**config.mk**
```make
export PLATFORM = sky130hd
export DESIGN_NAME = serial_channel_dma_controller
export DESIGN_NICKNAME = d
export VERILOG_FILES = /design/src/core/dma_pkg.sv /design/src/core/serial_channel_dma_controller.sv
export SDC_FILE = /design/constraint.sdc
export NUM_CORES = 2
export LEC_CHECK = 0
export BUFFER_PORTS_ARGS = -buffer_cell sky130_fd_sc_hd__buf_2
export CAP_MARGIN = 10
export CORE_MARGIN = 3
export CORE_UTILIZATION = 42
export DETAILED_ROUTE_END_ITERATION = 10
export GPL_ROUTABILITY_DRIVEN = 0
export GPL_TIMING_DRIVEN = 1
export PLACE_DENSITY = 0.6
export SLEW_MARGIN = 20
export SYNTH_ARGS = -nofsm -noshare
export SYNTH_HDL_FRONTEND = slang
export SYNTH_SLANG_ARGS = --single-unit
```
**constraint.sdc**
```tcl
create_clock -name clk_i -period 19.25 [get_ports clk_i]
set_input_delay 0 -clock clk_i [delete_from_list [all_inputs] [get_ports clk_i]]
set_output_delay 0 -clock clk_i [all_outputs]
set_load 0.03 [all_outputs]
```
**src/core/dma_pkg.sv**
```systemverilog
// Shared constants and carrier types for the serial channel DMA controller
package dma_pkg;
    localparam int NUM_CH = 4;
    // Register index inside a channel window: adr_i[4:2], channel adr_i[6:5]
    localparam logic [2:0] REG_ADDR_LOW  = 3'h0;
    localparam logic [2:0] REG_ADDR_MID  = 3'h1;
    localparam logic [2:0] REG_ADDR_BANK = 3'h2;
    localparam logic [2:0] REG_COUNT     = 3'h3;
    localparam logic [2:0] REG_CUR_DESC  = 3'h4;
    localparam logic [2:0] REG_END_DESC  = 3'h5;
    localparam logic [2:0] REG_DESC_BASE = 3'h6;
    localparam logic [2:0] REG_COMMAND   = 3'h7;
    // Global priority register, word index on adr_i[7:2]
    localparam logic [5:0] REG_PRIORITY  = 6'h20;
    // Command register fields
    localparam int CMD_ENABLE   = 0;
    localparam int CMD_CHAIN    = 1;
    localparam int CMD_WORD     = 2;
    localparam int CMD_ABORT    = 3;
    localparam int CMD_FRAME    = 6;
    localparam int CMD_DONE     = 7;
    localparam int CMD_DONE_IE  = 8;
    localparam int CMD_FRAME_IE = 9;
    // Step sizes
    localparam logic [15:0] SZ_BYTE   = 16'h0001;
    localparam logic [15:0] SZ_WORD   = 16'h0002;
    localparam logic [23:0] DESC_STEP = 24'h000004;
    // Clock figure: 50 MHz, one memory cycle per three clocks at best
    localparam int CLK_PERIOD_NS = 20;

    typedef enum logic [1:0] {CH_INIT, CH_ENABLE, CH_HALT} ch_state_t;
    typedef enum logic [1:0] {E_IDLE, E_XFER, E_DESC0, E_DESC1} eng_t;

    // Memory request carrier
    typedef struct packed {
        logic        req;
        logic        we;
        logic        word;
        logic [23:0] addr;
        logic [15:0] wdata;
    } mem_req_t;

    // Memory answer carrier
    typedef struct packed {
        logic        ack;
        logic [31:0] rdata;
    } mem_rsp_t;
endpackage : dma_pkg

```
**src/core/serial_channel_dma_controller.sv**
```systemverilog
// Four-channel DMA controller between serial channel buffers and memory
// How it works
// Four channels: 0/1 serve serial channel 0 rx/tx, 2/3 channel 1.
// Even channels write memory from receiver; odd read memory to transmitter.
// Single-block moves the programmed count, then returns to initial state.
// Address is 24 bits from low, mid and bank byte subregisters.
// Each memory cycle moves one byte or one word, single addressing.
// Data moves only on a request while enabled, after initial loading.
// Requests come from serial buffer fill status, not external pins.
// Software sets relative channel priority, in both modes.
// Interrupt on block completion; in chained mode also per frame.
// Up to 11.1 MB/s at 16.7 MHz with zero-wait memory.
// Software uses chained mode only with bit-synchronous framing.
// Chained mode moves frames, then returns to initial state.
// Software builds descriptors holding buffer address and next link.
// Chained mode writes or reads buffers sequentially along the chain.
// Finished buffers may be refilled while the channel stays enabled.
// States initial, enabled, halted; addresses load only when initial.
// In chained mode address registers track access; writes ignored.
// Address subregisters need no defined value after reset.
// Counter drops 1 per byte, 2 per word; stops at zero; zero means 64K.
// Chained transfer stops when current descriptor equals end descriptor.
// Transmit channels use the address subregisters as 24-bit source.
// Done flag set on success, cleared by writing one, gated to interrupt.
// One memory cycle at a time goes to the highest priority requester.
// Address advances after each memory cycle by the bytes moved.
`timescale 1ns/10ps
module serial_channel_dma_controller
    import dma_pkg::*;
(
    // Clock and reset
    input  wire logic             clk_i,
    input  wire logic             rst_i,
    // Wishbone register slave
    input  wire logic [7:0]       adr_i,
    input  wire logic [31:0]      dat_i,
    output logic      [31:0]      dat_o,
    input  wire logic             we_i,
    input  wire logic [3:0]       sel_i,
    input  wire logic             cyc_i,
    input  wire logic             stb_i,
    output logic                  ack_o,
    // Memory master
    output mem_req_t              mem_o,
    input  wire mem_rsp_t         mem_i,
    // Serial receivers
    input  wire logic [1:0]       rx_ready_i,
    input  wire logic [1:0][15:0] rx_data_i,
    input  wire logic [1:0]       rx_last_i,
    output logic      [1:0]       rx_pop_o,
    // Serial transmitters
    input  wire logic [1:0]       tx_space_i,
    output logic      [15:0]      tx_data_o,
    output logic      [1:0]       tx_push_o,
    output logic      [1:0]       tx_last_o,
    // Per-channel interrupt requests
    output logic      [3:0]       irq_o
);

    // Whole state of the block
    typedef struct packed {
        ch_state_t [3:0]        cst;
        logic      [3:0][23:0]  addr;
        logic      [3:0][15:0]  cnt;
        logic      [3:0][15:0]  cdp;
        logic      [3:0][15:0]  edp;
        logic      [3:0][7:0]   cpb;
        logic      [3:0]        chain;
        logic      [3:0]        word;
        logic      [3:0]        need;
        logic      [3:0]        done;
        logic      [3:0]        frame;
        logic      [3:0]        die;
        logic      [3:0]        fie;
        logic      [7:0]        prio;
        eng_t                   eng;
        logic      [1:0]        gnt;
        mem_req_t               mem;
        logic      [15:0]       dnext;
        logic      [15:0]       txd;
        logic      [1:0]        txp;
        logic      [1:0]        txl;
        logic                   ack;
        logic      [31:0]       dat;
    } state_t;

    state_t     s;
    state_t     next_s;
    logic [1:0] rx_pop;

    // Next-state logic: bus slave first, engine second, so that a
    // hardware set in the same cycle as a software clear wins
    always_comb begin
        logic [3:0]  want;
        logic [1:0]  win;
        logic [1:0]  best;
        logic        found;
        logic [15:0] sz;
        logic [1:0]  c;
        logic [2:0]  r;
        logic [1:0]  g;
        logic        idle;
        logic        wr;
        logic        last;
        logic [31:0] rd;
        next_s = s;
        want   = '0;
        win    = '0;
        best   = '0;
        found  = 1'b0;
        sz     = SZ_BYTE;
        c      = adr_i[6:5];
        r      = adr_i[4:2];
        g      = s.gnt;
        idle   = (s.cst[c] == CH_INIT);
        wr     = 1'b0;
        last   = 1'b0;
        rd     = '0;
        rx_pop = '0;
        next_s.txp = '0;
        next_s.txl = '0;

        // Wishbone: ack one cycle after the strobe, dropped the next
        next_s.ack = cyc_i & stb_i & ~s.ack;
        wr = next_s.ack & we_i;
        if (adr_i[7]) begin
            if (adr_i[7:2] == REG_PRIORITY) begin
                rd = {24'h0, s.prio};
            end
        end else begin
            case (r)
                REG_ADDR_LOW:  rd = {24'h0, s.addr[c][7:0]};
                REG_ADDR_MID:  rd = {24'h0, s.addr[c][15:8]};
                REG_ADDR_BANK: rd = {24'h0, s.addr[c][23:16]};
                REG_COUNT:     rd = {16'h0, s.cnt[c]};
                REG_CUR_DESC:  rd = {16'h0, s.cdp[c]};
                REG_END_DESC:  rd = {16'h0, s.edp[c]};
                REG_DESC_BASE: rd = {24'h0, s.cpb[c]};
                REG_COMMAND:   rd = {22'h0, s.fie[c], s.die[c], s.done[c],
                                     s.frame[c], s.cst[c], 1'b0, s.word[c],
                                     s.chain[c], s.cst[c] == CH_ENABLE};
                default:       rd = '0;
            endcase
        end
        if (next_s.ack) begin
            next_s.dat = rd;
        end

        // Register writes
        if (wr && adr_i[7:2] == REG_PRIORITY && sel_i[0]) begin
            next_s.prio = dat_i[7:0];
        end else if (wr && !adr_i[7]) begin
            case (r)
                // Address loads only while initial, never in chained mode
                REG_ADDR_LOW: begin
                    if (idle && !s.chain[c] && sel_i[0]) begin
                        next_s.addr[c][7:0] = dat_i[7:0];
                    end
                end
                REG_ADDR_MID: begin
                    if (idle && !s.chain[c] && sel_i[0]) begin
                        next_s.addr[c][15:8] = dat_i[7:0];
                    end
                end
                REG_ADDR_BANK: begin
                    if (idle && !s.chain[c] && sel_i[0]) begin
                        next_s.addr[c][23:16] = dat_i[7:0];
                    end
                end
                REG_COUNT: begin
                    if (idle && !s.chain[c]) begin
                        if (sel_i[0]) next_s.cnt[c][7:0] = dat_i[7:0];
                        if (sel_i[1]) next_s.cnt[c][15:8] = dat_i[15:8];
                    end
                end
                REG_CUR_DESC: begin
                    if (idle) begin
                        if (sel_i[0]) next_s.cdp[c][7:0] = dat_i[7:0];
                        if (sel_i[1]) next_s.cdp[c][15:8] = dat_i[15:8];
                    end
                end
                // End pointer may move while running to extend the chain
                REG_END_DESC: begin
                    if (sel_i[0]) next_s.edp[c][7:0] = dat_i[7:0];
                    if (sel_i[1]) next_s.edp[c][15:8] = dat_i[15:8];
                end
                REG_DESC_BASE: begin
                    if (idle && sel_i[0]) begin
                        next_s.cpb[c] = dat_i[7:0];
                    end
                end
                REG_COMMAND: begin
                    if (sel_i[0]) begin
                        if (dat_i[CMD_FRAME]) next_s.frame[c] = 1'b0;
                        if (dat_i[CMD_DONE]) next_s.done[c] = 1'b0;
                        if (idle) begin
                            next_s.chain[c] = dat_i[CMD_CHAIN];
                            next_s.word[c]  = dat_i[CMD_WORD];
                        end
                        // Channel state moves, abort taking precedence
                        if (dat_i[CMD_ABORT]) begin
                            next_s.cst[c] = CH_INIT;
                        end else if (dat_i[CMD_ENABLE]) begin
                            if (idle) begin
                                next_s.need[c] = next_s.chain[c];
                            end
                            next_s.cst[c] = CH_ENABLE;
                        end else if (s.cst[c] == CH_ENABLE) begin
                            next_s.cst[c] = CH_HALT;
                        end
                    end
                    if (sel_i[1]) begin
                        next_s.die[c] = dat_i[CMD_DONE_IE];
                        next_s.fie[c] = dat_i[CMD_FRAME_IE];
                    end
                end
                default: ;
            endcase
        end

        // Requests from buffer status; ties go to the lower channel
        for (int i = 0; i < NUM_CH; i++) begin
            want[i] = (s.cst[i] == CH_ENABLE) &&
                      (i[0] ? tx_space_i[i/2] : rx_ready_i[i/2]);
            if (want[i] && (!found || s.prio[2*i +: 2] > best)) begin
                found = 1'b1;
                best  = s.prio[2*i +: 2];
                win   = i[1:0];
            end
        end

        // Transfer engine; one memory cycle in flight at a time
        case (s.eng)
            E_IDLE: begin
                if (found) begin
                    next_s.gnt = win;
                    if (s.need[win] && s.cdp[win] == s.edp[win]) begin
                        next_s.done[win] = 1'b1;
                        next_s.cst[win]  = CH_INIT;
                        next_s.need[win] = 1'b0;
                    end else if (s.need[win]) begin
                        // Descriptor fetch from base and current pointer
                        next_s.mem.req  = 1'b1;
                        next_s.mem.we   = 1'b0;
                        next_s.mem.word = 1'b0;
                        next_s.mem.addr = {s.cpb[win], s.cdp[win]};
                        next_s.eng      = E_DESC0;
                    end else begin
                        // Word only while two or more bytes remain
                        if (s.word[win] && s.cnt[win] != SZ_BYTE) begin
                            sz = SZ_WORD;
                        end
                        next_s.mem.req   = 1'b1;
                        next_s.mem.we    = ~win[0];
                        next_s.mem.word  = (sz == SZ_WORD);
                        next_s.mem.addr  = s.addr[win];
                        next_s.mem.wdata = rx_data_i[win[1]];
                        next_s.eng       = E_XFER;
                    end
                end
            end
            E_XFER: begin
                if (mem_i.ack) begin
                    sz = s.mem.word ? SZ_WORD : SZ_BYTE;
                    next_s.mem.req = 1'b0;
                    next_s.addr[g] = s.addr[g] + {8'h0, sz};
                    next_s.cnt[g]  = s.cnt[g] - sz;
                    if (g[0]) begin
                        next_s.txd = s.mem.word ? mem_i.rdata[15:0]
                                                : {8'h0, mem_i.rdata[7:0]};
                        next_s.txp[g[1]] = 1'b1;
                    end else begin
                        rx_pop[g[1]] = 1'b1;
                        last = rx_last_i[g[1]];
                    end
                    if (next_s.cnt[g] == 16'h0000 || (s.chain[g] && last)) begin
                        if (!s.chain[g]) begin
                            next_s.done[g] = 1'b1;
                            next_s.cst[g]  = CH_INIT;
                        end else begin
                            // Buffer finished; chain moves on to the next
                            next_s.need[g]   = 1'b1;
                            next_s.frame[g]  = 1'b1;
                            next_s.txl[g[1]] = g[0];
                        end
                    end
                    next_s.eng = E_IDLE;
                end
            end
            E_DESC0: begin
                // First descriptor word: next link and buffer length
                if (mem_i.ack) begin
                    next_s.dnext    = mem_i.rdata[31:16];
                    next_s.cnt[g]   = mem_i.rdata[15:0];
                    next_s.mem.addr = s.mem.addr + DESC_STEP;
                    next_s.eng      = E_DESC1;
                end
            end
            E_DESC1: begin
                // Second descriptor word: buffer start address
                if (mem_i.ack) begin
                    next_s.mem.req = 1'b0;
                    next_s.addr[g] = mem_i.rdata[23:0];
                    next_s.cdp[g]  = s.dnext;
                    next_s.need[g] = 1'b0;
                    next_s.eng     = E_IDLE;
                end
            end
            default: next_s.eng = E_IDLE;
        endcase
    end

    // State register; addresses clear too, though nothing relies on it
    always_ff @(posedge clk_i) begin
        if (rst_i) begin
            s <= '0;
        end else begin
            s <= next_s;
        end
    end

    // Outputs straight from state, except rx_pop_o from the next-state logic
    assign dat_o     = s.dat;
    assign ack_o     = s.ack;
    assign mem_o     = s.mem;
    assign rx_pop_o  = rx_pop;
    assign tx_data_o = s.txd;
    assign tx_push_o = s.txp;
    assign tx_last_o = s.txl;
    assign irq_o     = (s.done & s.die) | (s.frame & s.fie);

endmodule : serial_channel_dma_controller
```
# [Word level (Yosys, flattened, before mapping)]
# Cells that the tools add are included.
[word_totals] inputBits=120 latchBits=0 word_cells=387 output_inout_bits=102 ram_bits=0 memories=0 romBits=0 reg_bits=480
[op_classes] div=0 n_mux=212 bitwise=40 eq_ne=24 n_reduce_logical=51 n_lt_le_gt_ge=12 n_mul=0 add_sub_neg=3 shifts=0
[op_table] cell="$mux W64" count=25
[op_table] cell="$mux W356" count=2
[op_table] cell="$bwmux W64" count=9
[op_table] cell="$bwmux W96" count=5
[op_table] cell="$mux W96" count=4
[op_table] cell="$mux W16" count=19
[op_table] cell="$pmux W96 S3" count=1
[op_table] cell="$bmux W16 S2" count=8
[op_table] cell="$pmux W32 S8" count=1
[op_table] cell="$demux W24 S2" count=4
[op_table] cell="$pmux W96 S2" count=1
[op_table] cell="$mux W8" count=23
[op_table] cell="$mux W168" count=1
[op_table] cell="$bmux W24 S2" count=3
[op_table] cell="$mux W24" count=6
[op_table] cell="$pmux W64 S2" count=1
[op_table] cell="$demux W16 S2" count=3
[op_table] cell="$mux W32" count=3
[op_table] cell="$pmux W24 S2" count=1
[op_table] cell="$mux W47" count=1
[op_table] cell="$mux W43" count=1
[op_table] cell="$mux W4" count=10
[op_table] cell="$mux W2" count=18
[op_table] cell="$and A4 B4 Y4" count=8
[op_table] cell="60 further kinds" count=184

# [Longest topological paths before layout]
[logic_depth] depth_word=29 mapped_depth=31 ltp_nobuf=25

# [Worst setup path before layout]
# Ideal clock, no wire load.
[synth_timing] path_type="flip-flop to flip-flop" from="reg s[472] (netlist name)" to="reg s, in the netlist mem_o[20]" arrival_time_ps=6154 stages_incl_launch_ff=28 setup_ps=117 n_path_buf=4 path_slack_ps=12979 required_time_ps=19133 synth_period_minus_slack_ps=6271 path_cell_list="dfxtp_1 -> and3b_1 -> nand2_1 -> ha_1 -> nor2b_1 -> o21ai_1 -> a21oi_2 -> clkbuf_1 -> nor2_1 -> a21oi_1 -> ha_1 -> nor2b_1 -> o21ai_1 -> a21o_1 -> clkbuf_1 -> clkbuf_1 -> mux2_2 -> ha_1 -> nand2_1 -> o21ai_1 -> a21oi_1 -> or4_1 -> a21oi_1 -> o2111ai_1 -> o41a_1 -> and3_1 -> clkbuf_1 -> a32o_1"
[synth_via] elab_chain_len=21 word_cells_on_any_way=41 cone_classes="order compare: 3; eq/ne: 4; mux: 22; reduce/logical: 12"
[synth_rtl] element="start, declared" line_no="serial_channel_dma_controller.sv:87" text="state_t s;"
[synth_rtl] element="start signal, assigned" line_no="serial_channel_dma_controller.sv:318" text="s <= next_s;"
[synth_rtl] element="$eq A2 B1 Y1 *" line_no="serial_channel_dma_controller.sv:223" text="want[i] = (s.cst[i] == CH_ENABLE) &&"
[synth_rtl] element="$logic_and A1 B1 Y1 *" line_no="serial_channel_dma_controller.sv:223"
[synth_rtl] element="$mux W2 or $mux W1 (tied branches)" line_no="serial_channel_dma_controller.sv:225" text="if (want[i] && (!found || s.prio[2*i +: 2] > best)) begin"
[synth_rtl] element="$gt A2 B2 Y1 or $logic_not A1 Y1 (tied branches)" line_no="serial_channel_dma_controller.sv:225"
[synth_rtl] element="$logic_or A1 B1 Y1" line_no="serial_channel_dma_controller.sv:225"
[synth_rtl] element="$logic_and A1 B1 Y1" line_no="serial_channel_dma_controller.sv:225"
[synth_rtl] element="$mux W2 or $mux W1 (tied branches)" line_no="serial_channel_dma_controller.sv:225"
[synth_rtl] element="$gt A2 B2 Y1 or $logic_not A1 Y1 (tied branches)" line_no="serial_channel_dma_controller.sv:225"
[synth_rtl] element="[5 not listed]"
[synth_rtl] element="$logic_and A1 B1 Y1" line_no="serial_channel_dma_controller.sv:225"
[synth_rtl] element="$mux W2" line_no="serial_channel_dma_controller.sv:225"
[synth_rtl] element="$bmux W16 S2, or another cell as far along" line_no="serial_channel_dma_controller.sv:237, serial_channel_dma_controller.sv:246"
[synth_rtl] element="$mux W16 (implied by the code), or another cell as far along" line_no="serial_channel_dma_controller.sv:237, serial_channel_dma_controller.sv:246"
[synth_rtl] element="$eq A16 B16 Y1 or $mux W26 (tied branches)" line_no="serial_channel_dma_controller.sv:237, serial_channel_dma_controller.sv:241"
[synth_rtl] element="$logic_and A1 B1 Y1 or $mux W43 (tied branches)" line_no="serial_channel_dma_controller.sv:237" text="if (s.need[win] && s.cdp[win] == s.edp[win]) begin"
[synth_rtl] element="$ne A2 B2 Y1 (no source line) or $mux W47 (tied branches)"
[synth_rtl] element="$reduce_and A4 Y1 (no source line) or $pmux W24 S2 (tied branches)"
# Every way passes the cells marked *; elsewhere a longest branch is shown, timed or not. The select of a mux whose other input is x is not followed.
# A chain may end at the register's enable or synchronous reset.

# [Worst setup path after layout]
[layout_timing] from="reg s[472] (netlist name)" to="reg s, in the netlist mem_o[33]"
[layout_via] elab_chain_len=21 word_cells_on_any_way=43 cone_classes="order compare: 3; eq/ne: 4; mux: 24; reduce/logical: 12"
[layout_rtl] element="$eq A2 B1 Y1 *" line_no="serial_channel_dma_controller.sv:223"
[layout_rtl] element="$logic_and A1 B1 Y1 *" line_no="serial_channel_dma_controller.sv:223"
[layout_rtl] element="$mux W2 or $mux W1 (tied branches)" line_no="serial_channel_dma_controller.sv:225"
[layout_rtl] element="$gt A2 B2 Y1 or $logic_not A1 Y1 (tied branches)" line_no="serial_channel_dma_controller.sv:225"
[layout_rtl] element="$logic_or A1 B1 Y1" line_no="serial_channel_dma_controller.sv:225"
[layout_rtl] element="$logic_and A1 B1 Y1" line_no="serial_channel_dma_controller.sv:225"
[layout_rtl] element="$mux W2 or $mux W1 (tied branches)" line_no="serial_channel_dma_controller.sv:225"
[layout_rtl] element="$gt A2 B2 Y1 or $logic_not A1 Y1 (tied branches)" line_no="serial_channel_dma_controller.sv:225"
[layout_rtl] element="[5 not listed]"
[layout_rtl] element="$logic_and A1 B1 Y1" line_no="serial_channel_dma_controller.sv:225"
[layout_rtl] element="$mux W2" line_no="serial_channel_dma_controller.sv:225"
[layout_rtl] element="$bmux W16 S2, or another cell as far along" line_no="serial_channel_dma_controller.sv:237"
[layout_rtl] element="$mux W16 (implied by the code), or another cell as far along" line_no="serial_channel_dma_controller.sv:237"
[layout_rtl] element="$eq A16 B16 Y1 or $mux W26 (tied branches)" line_no="serial_channel_dma_controller.sv:237, serial_channel_dma_controller.sv:241"
[layout_rtl] element="$logic_and A1 B1 Y1 or $mux W43 (tied branches)" line_no="serial_channel_dma_controller.sv:237"
[layout_rtl] element="$ne A2 B2 Y1 (no source line) or $mux W47 (tied branches)"
[layout_rtl] element="$reduce_and A4 Y1 (no source line) or $pmux W24 S2 (tied branches)"
# Marks and branches as above.

==> results_dict.tcl <==
set metrics [dict create \
    die_area_sq_um 73100 \
    rr_endpoint "mem_o[33]$_SDFFE_PP0P_" \
    status "complete, no violations" \
    path_max_fanout 56 \
    start_util 0.426 \
    clockBufferDepth 3 \
    fillers 6767 \
    cts.clk_slew.worst_paths_ps 60 \
    routed_wl_mm 125 \
    ys.flop_type "dfxtp_1" \
    die_x_um 270 \
    period_needed_ps 7030 \
    routed_via_density 6.45 \
    finalHoldViolations 0 \
    grt_setup_unrepaired "false" \
    rrSetupSlack_ps 12230 \
    drtIter0Drc 4103 \
    async_flop_share 0 \
    post-cts-setup-buffer-count 0 \
    grt_pass1_wl_mm 182 \
    tightestPinTransition_ps 1240 \
    layout_commonest_cell "dfxtp_1" \
    hp-class "input port to flip-flop" \
    whs_path_depth 5 \
    gr-usage-met1 0.433 \
    tritoncts "done" \
    tns_ps 0 \
    cts-resized-gates 0 \
    yosysWarnings 0 \
    insertion_delay_ps 650 \
    critical_path_required_ps 19810 \
    core_area_sq_um 68900 \
    skew_ps 34.2 \
    synth-edff-count 0 \
    grt_busiest_layer "met2" \
    drc_errors 0 \
    yosysUniqueCellTypes 78 \
    numCtsBuffers 54 \
    synth_area_sq_um 29400 \
    syn-instance-count 3510 \
    finalCritPeriodShare 0.365 \
    slew_viol_final 0 \
    drv_cap 0 \
    dpl.hpwl_mm 83.0 \
    grt_pass1_vias 26700 \
    crit_path_end_kind "flip-flop" \
    hp-start "sel_i[1]" \
    ir_drop_mv 0.0875 \
    drive_gt1_frac 0.150 \
    clock-sinks 464 \
    met2_usage 0.475 \
    mostFrequentLayoutCells "dfxtp_1, nor2_1, nand2_1" \
    grt_usage 0.326 \
    root_buffer "clkbuf_16" \
    antenna_found_initial 2 \
    firstDrtPassIters 8 \
    max_freq_mhz 142 \
    startpoint_type "flip-flop" \
    leakage_nw 13.5 \
    rows 96 \
    stdcell_count 4521 \
    grt_max_degree 211 \
    die_y_um 270 \
    area_growth_pct 12.8 \
    grtUsageMet3 0.0915 \
    r2r_cells 26 \
    port_buffers 185 \
    path_class "flip-flop to flip-flop" \
    syn_avg_cell_area_sq_um 8.37 \
    gr-total-overflow 0 \
    ys_seq_elements 464 \
    setup_viol_count_final 0 \
    worst-endpoint-arrival_ps 7590 \
    vias 29200 \
    ant_nets 0 \
    htree_levels 2 \
    fin_nets 3684 \
    max_slew_margin 0.171 \
    reg2reg_from "s[472]$_SDFF_PP0_" \
    dp.cells 4329 \
    yosysSeqAreaShare 0.316 \
    io_pins 222 \
    powerDensity_nw_per_um2 83.4 \
    wl_per_cell_um 27.6 \
]
-- worst max-delay path, stage by stage (launching register included) --
cell	delay [ps]
dfxtp_1	420
and3b_1	280
nand2_1	100
ha_1	290
nor2b_1	140
o21ai_1	110
a21oi_2	260
nor2_1	60
a21oi_1	170
ha_1	270
nor2b_1	140
o21ai_1	170
a21o_1	200
mux2_2	350
ha_1	270
nand2_1	60
o21ai_1	150
a21o_2	230
buf_4	360
o21ai_2	130
buf_4	400
o31ai_1	150
o22ai_1	680
o41a_1	260
buf_4	280
and3_1	730
a22o_1	260
-- area by class of cell --
| cell class | instances | area (sq um) | share of cell area |
|---|---|---|---|
| antenna | 2 | 5.00 | 0.000151 |
| clock buffer | 76 | 1560 | 0.0472 |
| clock inverter | 22 | 358 | 0.0108 |
| inverter | 34 | 128 | 0.00385 |
| multi-input combinational | 2649 | 18200 | 0.550 |
| sequential | 464 | 9290 | 0.281 |
| tap | 931 | 1160 | 0.0352 |
| timing repair buffer | 343 | 2370 | 0.0717 |
-- routing by layer --
layer | up-vias | part of all wire
li1 | 12800 | -
met5 | - | 0
met4 | 0 | 0.062
met3 | 340 | 0.12
met1 | 14100 | 0.39
met2 | 1999 | 0.42
-- power breakdown --
group	leakage (nW)	internal, W	switching, W
Sequential	3.74	0.000981	0.0000266
Clock	0.951	0.000673	0.000455
Combinational	8.79	0.000195	0.000430
Total	13.5	0.00185	0.000911
-- kinds of logic after synthesis --
logic type,synth area share
flip-flops,0.316
other,0.000128
buffers and inverters,0.0672
multiplexers,0.212
XOR/XNOR,0.0295
AND/OR/NAND/NOR,0.183
AO/OA/AOI/OAI,0.183
adder cells (fa/ha/maj),0.00818
-- what timing repair did --
item | in CTS | in global routing
endpoints found under the hold margin | 219 | 0
endpoints found under the setup margin | 0 | 0
hold buffers | 92 | 0
-- how the worst max path moves through the flow --
stage,startpoint,end,depth (start not counted)
final,s[472]$_SDFF_PP0_,mem_o[33]$_SDFFE_PP0P_,26
after CTS,s[472]$_SDFF_PP0_,mem_o[33]$_SDFFE_PP0P_,26
after floorplan,s[472]$_SDFF_PP0_,mem_o[20]$_SDFFE_PP0P_,27
after global placement,s[472]$_SDFF_PP0_,mem_o[33]$_SDFFE_PP0P_,26
after detailed placement,s[472]$_SDFF_PP0_,mem_o[33]$_SDFFE_PP0P_,26
after global routing,s[472]$_SDFF_PP0_,mem_o[33]$_SDFFE_PP0P_,25
-- synth_stat cells, types with 37 or more instances --
| master | n | share of area |
|---|---|---|
| buf_4 | 99 | 0.025 |
| dfxtp_1 | 464 | 0.32 |
| nand2_1 | 440 | 0.056 |
| o21ai_0 | 140 | 0.024 |
| xor2_1 | 37 | 0.011 |
| nand3_1 | 140 | 0.024 |
| a211oi_1 | 117 | 0.030 |
| mux2i_1 | 288 | 0.098 |
| o22ai_1 | 56 | 0.012 |
| nor2_1 | 464 | 0.059 |
| xnor2_1 | 60 | 0.018 |
| clkbuf_1 | 230 | 0.029 |
| mux4_2 | 143 | 0.11 |
| a21oi_1 | 263 | 0.045 |
-- stage by stage --
stage / total power, W / setup WS, ps / area, sq um / utilization / hold slack [ps]
floorplan: 0.00142 / 12980 / 29400 / - / 136
global placement: 0.00161 / 12500 / 30200 / 0.439 / 249
detailed placement: 0.00162 / 12430 / 30300 / 0.439 / 249
CTS: 0.00275 / 12370 / 33100 / 0.480 / 1.31
global route: 0.00284 / 11730 / 33100 / 0.480 / 49.5
finish: 0.00276 / 12230 / 33100 / 0.480 / 52.8
Power figures use the tool's default switching activity.
